==> config.mk <==
export PLATFORM = sky130hd
export DESIGN_NAME = rt_buffer_engine
export DESIGN_NICKNAME = d
export VERILOG_FILES = /design/src/hdl/rtbuf_pkg.sv /design/src/hdl/rtbuf_regs.sv /design/src/hdl/rt_buffer_engine.sv
export SDC_FILE = /design/constraint.sdc
export NUM_CORES = 1
export LEC_CHECK = 0
export ABC_AREA = 1
export BUFFER_PORTS_ARGS = -buffer_cell sky130_fd_sc_hd__buf_2
export CELL_PAD_IN_SITES_DETAIL_PLACEMENT = 0
export CELL_PAD_IN_SITES_GLOBAL_PLACEMENT = 2
export CORE_UTILIZATION = 35
export DETAILED_ROUTE_END_ITERATION = 10
export PLACE_DENSITY_LB_ADDON = 0.1
export SLEW_MARGIN = 20
export SYNTH_ARGS = -nofsm -noshare
export SYNTH_HDL_FRONTEND = slang
export SYNTH_HIERARCHICAL = 1
export SYNTH_SLANG_ARGS = --single-unit
==> constraint.sdc <==
create_clock -name hclk -period 9.3 [get_ports hclk]
set_input_delay 0.93 -clock hclk [delete_from_list [all_inputs] [get_ports hclk]]
set_output_delay 0.93 -clock hclk [all_outputs]
set_load 0.02 [all_outputs]
==> src/hdl/rtbuf_pkg.sv <==
// Constants and types shared by the remote-terminal buffering engine.
package rtbuf_pkg;
    // ==========================================================
    // Widths
    localparam int unsigned AW      = 13;
    localparam int unsigned DW      = 16;
    localparam int unsigned CNT_W   = 10;
    localparam int unsigned WC_W    = 6;

    // ==========================================================
    // Register map (byte offsets) and fields
    localparam logic [7:0]  REG_CFG        = 8'h00;
    localparam logic [7:0]  REG_IEN        = 8'h04;
    localparam logic [7:0]  REG_BASE       = 8'h08;
    localparam logic [7:0]  REG_STAT       = 8'h0c;
    localparam int unsigned CFG_SPLIT      = 0;
    localparam int unsigned IEN_CZ         = 0;
    localparam int unsigned IEN_ACC        = 1;
    localparam int unsigned IEN_BRX        = 2;
    localparam logic [AW-1:0] BASE_RST     = 13'h0000;
    localparam logic [2:0]  IEN_RST        = 3'h0;

    // ==========================================================
    // Descriptor control word bits and descriptor word slots
    localparam int unsigned CTL_CZ   = 15;
    localparam int unsigned CTL_ACC  = 14;
    localparam int unsigned CTL_BRX  = 13;
    localparam int unsigned CTL_ALT  = 12;
    localparam int unsigned CTL_R2   = 11;
    localparam int unsigned CTL_R1   = 10;
    localparam logic [1:0]  DW_CTL   = 2'd0;
    localparam logic [1:0]  DW_PTR   = 2'd1;
    localparam logic [1:0]  DW_CNT   = 2'd2;
    localparam logic [1:0]  DW_AUX   = 2'd3;

    // ==========================================================
    // Command word fields and record layout
    localparam int unsigned CMD_TR     = 10;
    localparam int unsigned CMD_SA_LSB = 5;
    localparam logic [4:0]  SA_MODE_LO = 5'h00;
    localparam logic [4:0]  SA_MODE_HI = 5'h1f;
    localparam int unsigned MIW_BROADCAST_FLAG  = 9;
    localparam logic [AW-1:0] DATA_OFS = 13'h0002;
    localparam logic [AW-1:0] TT_OFS   = 13'h0001;
    localparam logic [WC_W-1:0] WC_MAX = 6'h20;

    typedef enum logic [1:0] {
        ST_IDLE = 2'b00,
        ST_DESC = 2'b01,
        ST_XFER = 2'b10,
        ST_POST = 2'b11
    } eng_state_t;
endpackage

==> src/hdl/rtbuf_regs.sv <==
// AHB-Lite register slave for the buffering engine.
`timescale 1ns/100ps
module rtbuf_regs
    import rtbuf_pkg::*;
(
    input  wire logic          hclk,
    input  wire logic          hresetn,
    input  wire logic          hsel,
    input  wire logic [31:0]   haddr,
    input  wire logic [1:0]    htrans,
    input  wire logic          hwrite,
    input  wire logic [2:0]    hsize,
    input  wire logic [31:0]   hwdata,
    input  wire logic          hready,
    output logic               hreadyout,
    output logic               hresp,
    output logic [31:0]        hrdata,
    output logic               split_en,
    output logic [2:0]         int_en,
    output logic [AW-1:0]      desc_base,
    input  wire logic [31:0]   status
);
    // ==========================================================
    // Decode
    logic          wr_pend_ff;
    logic [7:0]    wr_addr_ff;
    logic [31:0]   hrdata_ff;
    logic          split_ff;
    logic [2:0]    ien_ff;
    logic [AW-1:0] base_ff;

    wire        take    = hsel & hready & htrans[1];
    wire [31:0] rd_mux  = (haddr[7:0] == REG_CFG)  ? {31'h0, split_ff} :
                          (haddr[7:0] == REG_IEN)  ? {29'h0, ien_ff} :
                          (haddr[7:0] == REG_BASE) ? {19'h0, base_ff} :
                          (haddr[7:0] == REG_STAT) ? status : 32'h0000_0000;
    wire        wr_cfg  = wr_pend_ff & (wr_addr_ff == REG_CFG);
    wire        wr_ien  = wr_pend_ff & (wr_addr_ff == REG_IEN);
    wire        wr_base = wr_pend_ff & (wr_addr_ff == REG_BASE);

    // ==========================================================
    // Registers. Zero wait states, so hreadyout never drops.
    always_ff @(posedge hclk or negedge hresetn) begin
        if (!hresetn) begin
            wr_pend_ff <= 1'b0;
            wr_addr_ff <= 8'h00;
            hrdata_ff  <= 32'h0000_0000;
            split_ff   <= 1'b0;
            ien_ff     <= IEN_RST;
            base_ff    <= BASE_RST;
        end else begin
            wr_pend_ff <= take & hwrite;
            wr_addr_ff <= haddr[7:0];
            hrdata_ff  <= (take & ~hwrite) ? rd_mux : 32'h0000_0000;
            if (wr_cfg) begin
                split_ff <= hwdata[CFG_SPLIT];
            end
            if (wr_ien) begin
                ien_ff <= hwdata[2:0];
            end
            if (wr_base) begin
                base_ff <= hwdata[AW-1:0];
            end
        end
    end

    assign hreadyout = 1'b1;
    assign hresp     = 1'b0;
    assign hrdata    = hrdata_ff;
    assign split_en  = split_ff;
    assign int_en    = ien_ff;
    assign desc_base = base_ff;
endmodule

==> src/hdl/rt_buffer_engine.sv <==
// Descriptor-driven message buffering engine for a remote terminal.
//
// Local design decisions: the AHB-Lite register port and the placing of the registers.
`timescale 1ns/100ps
module rt_buffer_engine
    import rtbuf_pkg::*;
(
    input  wire logic          hclk,
    input  wire logic          hresetn,
    input  wire logic          hsel,
    input  wire logic [31:0]   haddr,
    input  wire logic [1:0]    htrans,
    input  wire logic          hwrite,
    input  wire logic [2:0]    hsize,
    input  wire logic [31:0]   hwdata,
    input  wire logic          hready,
    output logic               hreadyout,
    output logic               hresp,
    output logic [31:0]        hrdata,
    input  wire logic          cmd_valid,
    input  wire logic [DW-1:0] cmd_word,
    input  wire logic          cmd_broadcast_flag,
    output logic               busy,
    input  wire logic          rx_valid,
    input  wire logic [DW-1:0] rx_data,
    input  wire logic          tx_req,
    output logic               tx_valid,
    output logic [DW-1:0]      tx_data,
    input  wire logic          msg_end,
    input  wire logic          msg_error,
    input  wire logic          msg_illegal,
    input  wire logic [DW-1:0] msg_info,
    input  wire logic [DW-1:0] msg_ttag,
    output logic               ram_en,
    output logic               ram_we,
    output logic [AW-1:0]      ram_addr,
    output logic [DW-1:0]      ram_wdata,
    input  wire logic [DW-1:0] ram_rdata,
    output logic               host_int
);
    // ==========================================================
    // State
    eng_state_t    state_ff, nxt_state;
    logic [2:0]    dcnt_ff, nxt_dcnt;
    logic [1:0]    pcnt_ff, nxt_pcnt;
    logic [WC_W-1:0] wcnt_ff, nxt_wcnt;
    logic [AW-1:0] dbase_ff;
    logic [DW-1:0] desc_ff [0:3];
    logic          tr_ff, bc_ff, mode_ff, err_ff, ill_ff;
    logic [DW-1:0] info_ff, ttag_ff;
    logic [1:0]    tx_pipe_ff;
    logic          tx_valid_ff;
    logic [DW-1:0] tx_data_ff;
    logic          ram_en_ff, nxt_ram_en;
    logic          ram_we_ff, nxt_ram_we;
    logic [AW-1:0] ram_addr_ff, nxt_ram_addr;
    logic [DW-1:0] ram_wdata_ff, nxt_ram_wdata;
    logic          tx_issue;
    logic          int_ff, nxt_int;
    logic          busy_ff;
    logic [2:0]    last_ev_ff;
    logic [15:0]   msgs_ff;
    logic          split_en;
    logic [2:0]    int_en;
    logic [AW-1:0] desc_base;

    // ==========================================================
    // Register slave
    wire [31:0] status = {msgs_ff, 12'h000, last_ev_ff, busy_ff};

    rtbuf_regs u_regs (
        .hclk      (hclk),
        .hresetn   (hresetn),
        .hsel      (hsel),
        .haddr     (haddr),
        .htrans    (htrans),
        .hwrite    (hwrite),
        .hsize     (hsize),
        .hwdata    (hwdata),
        .hready    (hready),
        .hreadyout (hreadyout),
        .hresp     (hresp),
        .hrdata    (hrdata),
        .split_en  (split_en),
        .int_en    (int_en),
        .desc_base (desc_base),
        .status    (status)
    );

    // ==========================================================
    // Descriptor selection
    wire [4:0]    sa_fld  = cmd_word[CMD_SA_LSB +: 5];
    wire          is_mode = (sa_fld == SA_MODE_LO) | (sa_fld == SA_MODE_HI);
    wire [4:0]    sub_fld = is_mode ? cmd_word[4:0] : sa_fld;
    wire [6:0]    didx    = {is_mode, cmd_word[CMD_TR], sub_fld};
    wire [AW-1:0] daddr   = desc_base + {4'h0, didx, 2'b00};

    // ==========================================================
    // Mode decode and buffer addressing
    wire [DW-1:0] ctl     = desc_ff[DW_CTL];
    wire          no_alt  = ~ctl[CTL_ALT] & ~ctl[CTL_R2];
    wire          ring1   = no_alt & ctl[CTL_R1] & ~mode_ff;
    wire          indexed = no_alt & ~ctl[CTL_R1];
    // Broadcast buffer is trusted to be valid when split is on.
    wire          use_bc  = split_en & bc_ff & indexed;
    wire [AW-1:0] start_p = desc_ff[DW_PTR][AW-1:0];
    wire [AW-1:0] end_p   = desc_ff[DW_AUX][AW-1:0];
    wire [AW-1:0] buf_base = ring1  ? desc_ff[DW_CNT][AW-1:0] :
                             use_bc ? end_p : start_p;
    wire [AW-1:0] next_addr = buf_base + DATA_OFS + {7'h00, wcnt_ff};
    wire [AW-1:0] tt_addr  = buf_base + TT_OFS;

    // ==========================================================
    // Post-processing decisions
    wire [CNT_W-1:0] cnt     = desc_ff[DW_CNT][CNT_W-1:0];
    wire [CNT_W-1:0] new_cnt = cnt - 10'd1;
    wire          bad     = err_ff | ill_ff;
    wire          dec     = indexed & ~bad & (cnt != 10'd0) & ~use_bc;
    wire          ptr_upd = dec & (new_cnt != 10'd0);
    // Writes may run past the end pointer; the host keeps a pad there.
    wire          wrap    = next_addr >= end_p;
    wire [AW-1:0] new_cur = wrap ? start_p : next_addr;
    wire          r_upd   = ring1 & ~bad & ~(bc_ff & tr_ff);
    wire          ev_cz   = ctl[CTL_CZ] & ((dec & (new_cnt == 10'd0)) | (r_upd & wrap));
    wire          ev_acc  = ctl[CTL_ACC];
    wire          ev_brx  = ctl[CTL_BRX] & bc_ff;
    wire [2:0]    events  = {ev_brx, ev_acc, ev_cz};
    wire          irq     = |(events & {int_en[IEN_BRX], int_en[IEN_ACC], int_en[IEN_CZ]});
    wire [DW-1:0] miw     = info_ff | (16'(bc_ff) << MIW_BROADCAST_FLAG);
    wire [DW-1:0] cnt_word = {desc_ff[DW_CNT][DW-1:CNT_W], new_cnt};
    wire          wc_room = wcnt_ff != WC_MAX;

    // ==========================================================
    // Sequencer
    always_comb begin
        nxt_state     = state_ff;
        nxt_dcnt      = dcnt_ff;
        nxt_pcnt      = pcnt_ff;
        nxt_wcnt      = wcnt_ff;
        nxt_ram_en    = 1'b0;
        nxt_ram_we    = 1'b0;
        nxt_ram_addr  = ram_addr_ff;
        nxt_ram_wdata = ram_wdata_ff;
        nxt_int       = 1'b0;
        tx_issue      = 1'b0;
        case (state_ff)
            ST_IDLE: begin
                nxt_dcnt = 3'd0;
                nxt_wcnt = '0;
                nxt_pcnt = 2'd0;
                if (cmd_valid) begin
                    nxt_state = ST_DESC;
                end
            end
            ST_DESC: begin
                nxt_dcnt = dcnt_ff + 3'd1;
                if (dcnt_ff < 3'd4) begin
                    nxt_ram_en   = 1'b1;
                    nxt_ram_addr = dbase_ff + {10'h000, dcnt_ff};
                end
                if (dcnt_ff == 3'd5) begin
                    nxt_state = (ring1 | indexed) ? ST_XFER : ST_IDLE;
                end
            end
            ST_XFER: begin
                if (msg_end) begin
                    nxt_state = ST_POST;
                end else if (rx_valid & ~tr_ff & wc_room) begin
                    nxt_ram_en    = 1'b1;
                    nxt_ram_we    = 1'b1;
                    nxt_ram_addr  = next_addr;
                    nxt_ram_wdata = rx_data;
                    nxt_wcnt      = wcnt_ff + 6'd1;
                end else if (tx_req & tr_ff & wc_room) begin
                    nxt_ram_en   = 1'b1;
                    nxt_ram_addr = next_addr;
                    nxt_wcnt     = wcnt_ff + 6'd1;
                    tx_issue     = 1'b1;
                end
            end
            ST_POST: begin
                nxt_pcnt = pcnt_ff + 2'd1;
                case (pcnt_ff)
                    2'd0: begin
                        nxt_ram_en    = 1'b1;
                        nxt_ram_we    = 1'b1;
                        nxt_ram_addr  = buf_base;
                        nxt_ram_wdata = miw;
                    end
                    2'd1: begin
                        nxt_ram_en    = 1'b1;
                        nxt_ram_we    = 1'b1;
                        nxt_ram_addr  = tt_addr;
                        nxt_ram_wdata = ttag_ff;
                    end
                    2'd2: begin
                        nxt_ram_en    = dec | r_upd;
                        nxt_ram_we    = dec | r_upd;
                        nxt_ram_addr  = dbase_ff + {11'h000, DW_CNT};
                        nxt_ram_wdata = ring1 ? {3'h0, new_cur} : cnt_word;
                    end
                    default: begin
                        nxt_ram_en    = ptr_upd;
                        nxt_ram_we    = ptr_upd;
                        nxt_ram_addr  = dbase_ff + {11'h000, DW_PTR};
                        nxt_ram_wdata = {3'h0, next_addr};
                        nxt_int       = irq;
                        nxt_state     = ST_IDLE;
                    end
                endcase
            end
            default: begin
                nxt_state = ST_IDLE;
            end
        endcase
    end

    // ==========================================================
    // Registers
    always_ff @(posedge hclk or negedge hresetn) begin
        if (!hresetn) begin
            state_ff     <= ST_IDLE;
            dcnt_ff      <= 3'd0;
            pcnt_ff      <= 2'd0;
            wcnt_ff      <= '0;
            ram_en_ff    <= 1'b0;
            ram_we_ff    <= 1'b0;
            ram_addr_ff  <= '0;
            ram_wdata_ff <= '0;
            int_ff       <= 1'b0;
            busy_ff      <= 1'b0;
            tx_pipe_ff   <= 2'b00;
        end else begin
            state_ff     <= nxt_state;
            dcnt_ff      <= nxt_dcnt;
            pcnt_ff      <= nxt_pcnt;
            wcnt_ff      <= nxt_wcnt;
            ram_en_ff    <= nxt_ram_en;
            ram_we_ff    <= nxt_ram_we;
            ram_addr_ff  <= nxt_ram_addr;
            ram_wdata_ff <= nxt_ram_wdata;
            int_ff       <= nxt_int;
            busy_ff      <= nxt_state != ST_IDLE;
            tx_pipe_ff   <= {tx_pipe_ff[0], tx_issue};
        end
    end

    // Command and message context.
    always_ff @(posedge hclk or negedge hresetn) begin
        if (!hresetn) begin
            dbase_ff <= '0;
            tr_ff    <= 1'b0;
            bc_ff    <= 1'b0;
            mode_ff  <= 1'b0;
            err_ff   <= 1'b0;
            ill_ff   <= 1'b0;
            info_ff  <= '0;
            ttag_ff  <= '0;
        end else begin
            if (state_ff == ST_IDLE && cmd_valid) begin
                dbase_ff <= daddr;
                tr_ff    <= cmd_word[CMD_TR];
                bc_ff    <= cmd_broadcast_flag;
                mode_ff  <= is_mode;
            end
            if (state_ff == ST_XFER && msg_end) begin
                err_ff  <= msg_error;
                ill_ff  <= msg_illegal;
                info_ff <= msg_info;
                ttag_ff <= msg_ttag;
            end
        end
    end

    // Descriptor words arrive two cycles after their read is decided.
    always_ff @(posedge hclk or negedge hresetn) begin
        if (!hresetn) begin
            for (int i = 0; i < 4; i++) begin
                desc_ff[i] <= '0;
            end
        end else if (state_ff == ST_DESC && dcnt_ff >= 3'd2) begin
            desc_ff[dcnt_ff[1:0] - 2'd2] <= ram_rdata;
        end
    end

    // Transmit data and status.
    always_ff @(posedge hclk or negedge hresetn) begin
        if (!hresetn) begin
            tx_valid_ff <= 1'b0;
            tx_data_ff  <= '0;
            last_ev_ff  <= 3'h0;
            msgs_ff     <= 16'h0000;
        end else begin
            tx_valid_ff <= tx_pipe_ff[1];
            if (tx_pipe_ff[1]) begin
                tx_data_ff <= ram_rdata;
            end
            if (state_ff == ST_POST && pcnt_ff == 2'd3) begin
                last_ev_ff <= events;
                msgs_ff    <= msgs_ff + 16'h0001;
            end
        end
    end

    assign busy      = busy_ff;
    assign tx_valid  = tx_valid_ff;
    assign tx_data   = tx_data_ff;
    assign ram_en    = ram_en_ff;
    assign ram_we    = ram_we_ff;
    assign ram_addr  = ram_addr_ff;
    assign ram_wdata = ram_wdata_ff;
    assign host_int  = int_ff;
endmodule

==> run summary <==
* **number of placed instances, taps included** 2,451
* **aggregate global routing overflow** 0
* **power density of the placed cells** 352 nW/um^2
* **number of enable-type register cells in the synthesized netlist** 0
* **CTS buffer count** 29
* **total of endpoints with negative setup slack in the final report** 0
* **clk sinks** 240
* **Final Critical Period** 6.77 ns
* **clock network power share** 0.219
* **number of cells on the worst reg-to-reg path** 29
* **result of the run** completed
* **most frequent cells in the layout** nand2_1, dfrtp_1, inv_1
* **reported max-cap violation count** 0
* **Worst Path Arrival** 7.24 ns
* **final count of hold timing violations** 0
* **Critical Path Start Type** flip-flop
* **Synth cell types** 57
* **first-pass iteration count of the detailed router** 5
* **worst-case clock skew** 0.0234 ns
* **Peak Freq** 0.148 GHz
* **clock latency at the later pin of the worst-skew pair** 0.59 ns
* **Pint** 3010 uW
* **capturing element type of the critical path** flip-flop
* **row cnt** 72
* **timing startpoint of the critical path** ctl[11]
* **count of final max-slew check failures** 0
* **Initial Utilization** 0.356
* **pin count of the biggest net entering global routing** 155
* **Seq/Total Area, Yosys** 0.435
* **DR vias** 12,399
* **Area growth syn-to-layout** 17.8%
* **placed cell areas** 15,200 um^2
* **largest stage delay on the critical path** 0.65 ns
* **Setup Total Neg Slack** 0 ns
* **gpl congestion** 0.916
* **leakage power figure** 0.00843 uW
* **area enclosed by the die boundary** 40,200 um^2
* **y dimension of the die** 201 um
* **worst hold path class** primary input to asynchronous set/reset pin
* **area share of the leading cell type in the synthesized netlist** 0.435
* **setup repair after global routing missed its margin** no
* **FF+latch count, synth** 240
* **CTS H-Tree Depth** 1
* **routed len/inst** 18.8 um
* **clk root buf** clkbuf_16
* **placed wire-length estimate** 35,600 um
* **drt initial violations** 799
* **cell occurring most often along the worst timing path** nand2_1
* **share of layout cells above drive strength 1** 0.163
* **top cells by area, synth** dfrtp_1, nand2_1, inv_1, ha_1, o21ai_0
* **final standard cell count with taps included and fillers excluded** 2,507
* **clock tree from TritonCTS** done
* **number of buffers inserted by hold repair at cts** 0
* **cells after synthesis** 1,791
* **area taken by multi-input logic gates** 6710 um^2
* **utilization of the core after routing** 0.420
* **Worst VDD drop** 0.000169 V
* **Bufs on Longest Clock Path** 3
* **Comb pwr share** 0.489
* **slew at the pin closest to its max-slew limit** 1.11 ns
* **proportion of power drawn by flip-flops and latches** 0.292
* **Sw Share** 0.473
* **antenna violations before repair** 1
* **buffers inserted during post-CTS setup optimization** 0
* **Tcrit/Tclk final** 0.728
* **GRT Resource Usage Total** 0.235
* **number of nets with antenna violations after detailed routing** 0
* **worst setup path class** flip-flop to flip-flop
* **Filler Cell Count** 4,101
* **most common library cell in the layout ignoring fill and taps** nand2_1
* **number of port buffers** 190
* **final instance area** 16,300 um^2
* **DRC violation count after routing** 0
* **cell taking the most area after synthesis** dfrtp_1
* **headroom to the max-slew limit** 0.259
* **FF/Latch Area** 6010 um^2
* **proportion of synthesized flip-flops having asynchronous set or reset** 1.00
* **via count normalized by instance count** 4.95
* **Total Power Consumption** 5720 uW
* **placeable core region** 38,700 um^2
* **I/O pin total** 245
* **count of synthesis-stage warnings from yosys** 6
* **sw power** 2700 uW
* **most used flip-flop cell after synthesis** dfrtp_1
* **post_cts resized** 0
* **post-synthesis instance area** 13,800 um^2
* **first-pass GRT wire length** 72,800 um
* **post-layout net count** 2,184
* **highest fanout seen on the critical path** 42
* **per-instance average area after synthesis** 7.71 um^2
* **Slowest cell on crit path** nand3_1
* **clock transition at the registers of the reported paths** 0.06 ns
* **RR Startpoint** ctl[11]
* **detailed-route wire length** 47,100 um
* **via count of the first global-routing pass** 12,212
* **width of the chip** 201 um
* **worst path required time** 9.77 ns
[power by group through the flow]
stage	registers, uW	clock network (uW)	logic, uW
after floorplan	1700	0	1790
final	1670	1250	2790
after global placement	1680	0	2780
after detailed placement	1680	0	2790
after CTS	1670	1290	2800
after global routing	1710	1330	3130
[routing by layer]
metal	global-route usage	wire length (um)
met5	0	15
met3	0.0347	2170
met2	0.370	21100
met4	0.0992	2190
met1	0.321	21600
[logic make-up after synthesis]
| group | after synthesis | share of synthesized area |
|---|---|---|
| other | 3 | 0.000816 |
| adders and majority gates | 59 | 0.0551 |
| xor gates and xnor gates | 33 | 0.0209 |
| AOI/OAI and AO/OA | 322 | 0.134 |
| and+or+nand+nor | 856 | 0.270 |
| DFF | 240 | 0.435 |
| muxes | 2 | 0.00163 |
| buffers and inverters | 276 | 0.0817 |
[cells in the mapped netlist, types with 4 or more instances]
cell type / number
o211ai_1: 5
dfrtp_1: 240
clkbuf_1: 39
a31oi_1: 12
o21ai_1: 6
a211oi_1: 5
nand3_2: 7
or2_2: 7
nor2_4: 5
o21bai_1: 7
a21oi_2: 4
xor2_1: 23
buf_6: 4
nor2_1: 135
inv_2: 5
nor2_2: 6
nand2_1: 516
nor3b_1: 16
nand2_2: 13
inv_1: 199
ha_1: 56
o21ai_2: 13
nand4_1: 28
xnor2_1: 10
nor3_1: 13
buf_4: 6
nand3b_1: 4
nand3_1: 94
a21oi_1: 115
buf_2: 16
a221oi_1: 17
o21ai_0: 121
[sequential cells by signal, indices dropped and copies added, names as in the netlist, 6 cells and up]
signal             cells
cnt                   10
cnt_word               6
ctl                    6
dbase_ff              13
desc_ff               26
info_ff               16
msgs_ff               16
ram_addr              13
ram_wdata             16
ttag_ff               16
tx_data               16
u_regs/desc_base      13
u_regs/hrdata         32
u_regs/wr_addr_ff      8
wcnt_ff                6
[per-stage QoR]
stage | hold slack [ns] | setup WS [ns]
2_1_floorplan | 0.331 | 5.19
3_3_place_gp | 0.455 | 2.51
3_5_place_dp | 0.462 | 2.52
4_1_cts | 0.374 | 2.49
5_1_grt | 0.366 | 1.86
6_report | 0.292 | 2.53
[final cells by class]
class                           count  share of cell area
Clock buffer                       39              0.0513
Timing Repair Buffer              199              0.0640
Antenna cell                        3            0.000462
Clock inverter                     14              0.0136
Inverter                          208              0.0482
Multi-Input combinational cell   1286               0.413
Tap cell                          518              0.0399
Sequential cell                   240               0.370
[critical path, delay by kind of cell (launching register included)]
| family | cells | cell delay, ns |
|---|---|---|
| DFF | 1 | 0.41 |
| adders and majority gates | 3 | 0.93 |
| buffers and inverters | 4 | 1.21 |
| AOI/OAI and AO/OA | 6 | 0.91 |
| and+or+nand+nor | 16 | 3.15 |
[path summary, 6_finish.rpt]
| path | end | slack [ns] |
|---|---|---|
| min | cnt_word[10] | 0.29 |
| max in group asynchronous | u_regs/hrdata[22] | 7.70 |
| min reg2reg | msgs_ff[15] | 0.47 |
| min in group hclk | msgs_ff[15] | 0.47 |
| max | ram_wdata[6] | 2.53 |
| max reg2reg | ram_wdata[6] | 2.53 |
(Power assumes the default switching activity.)
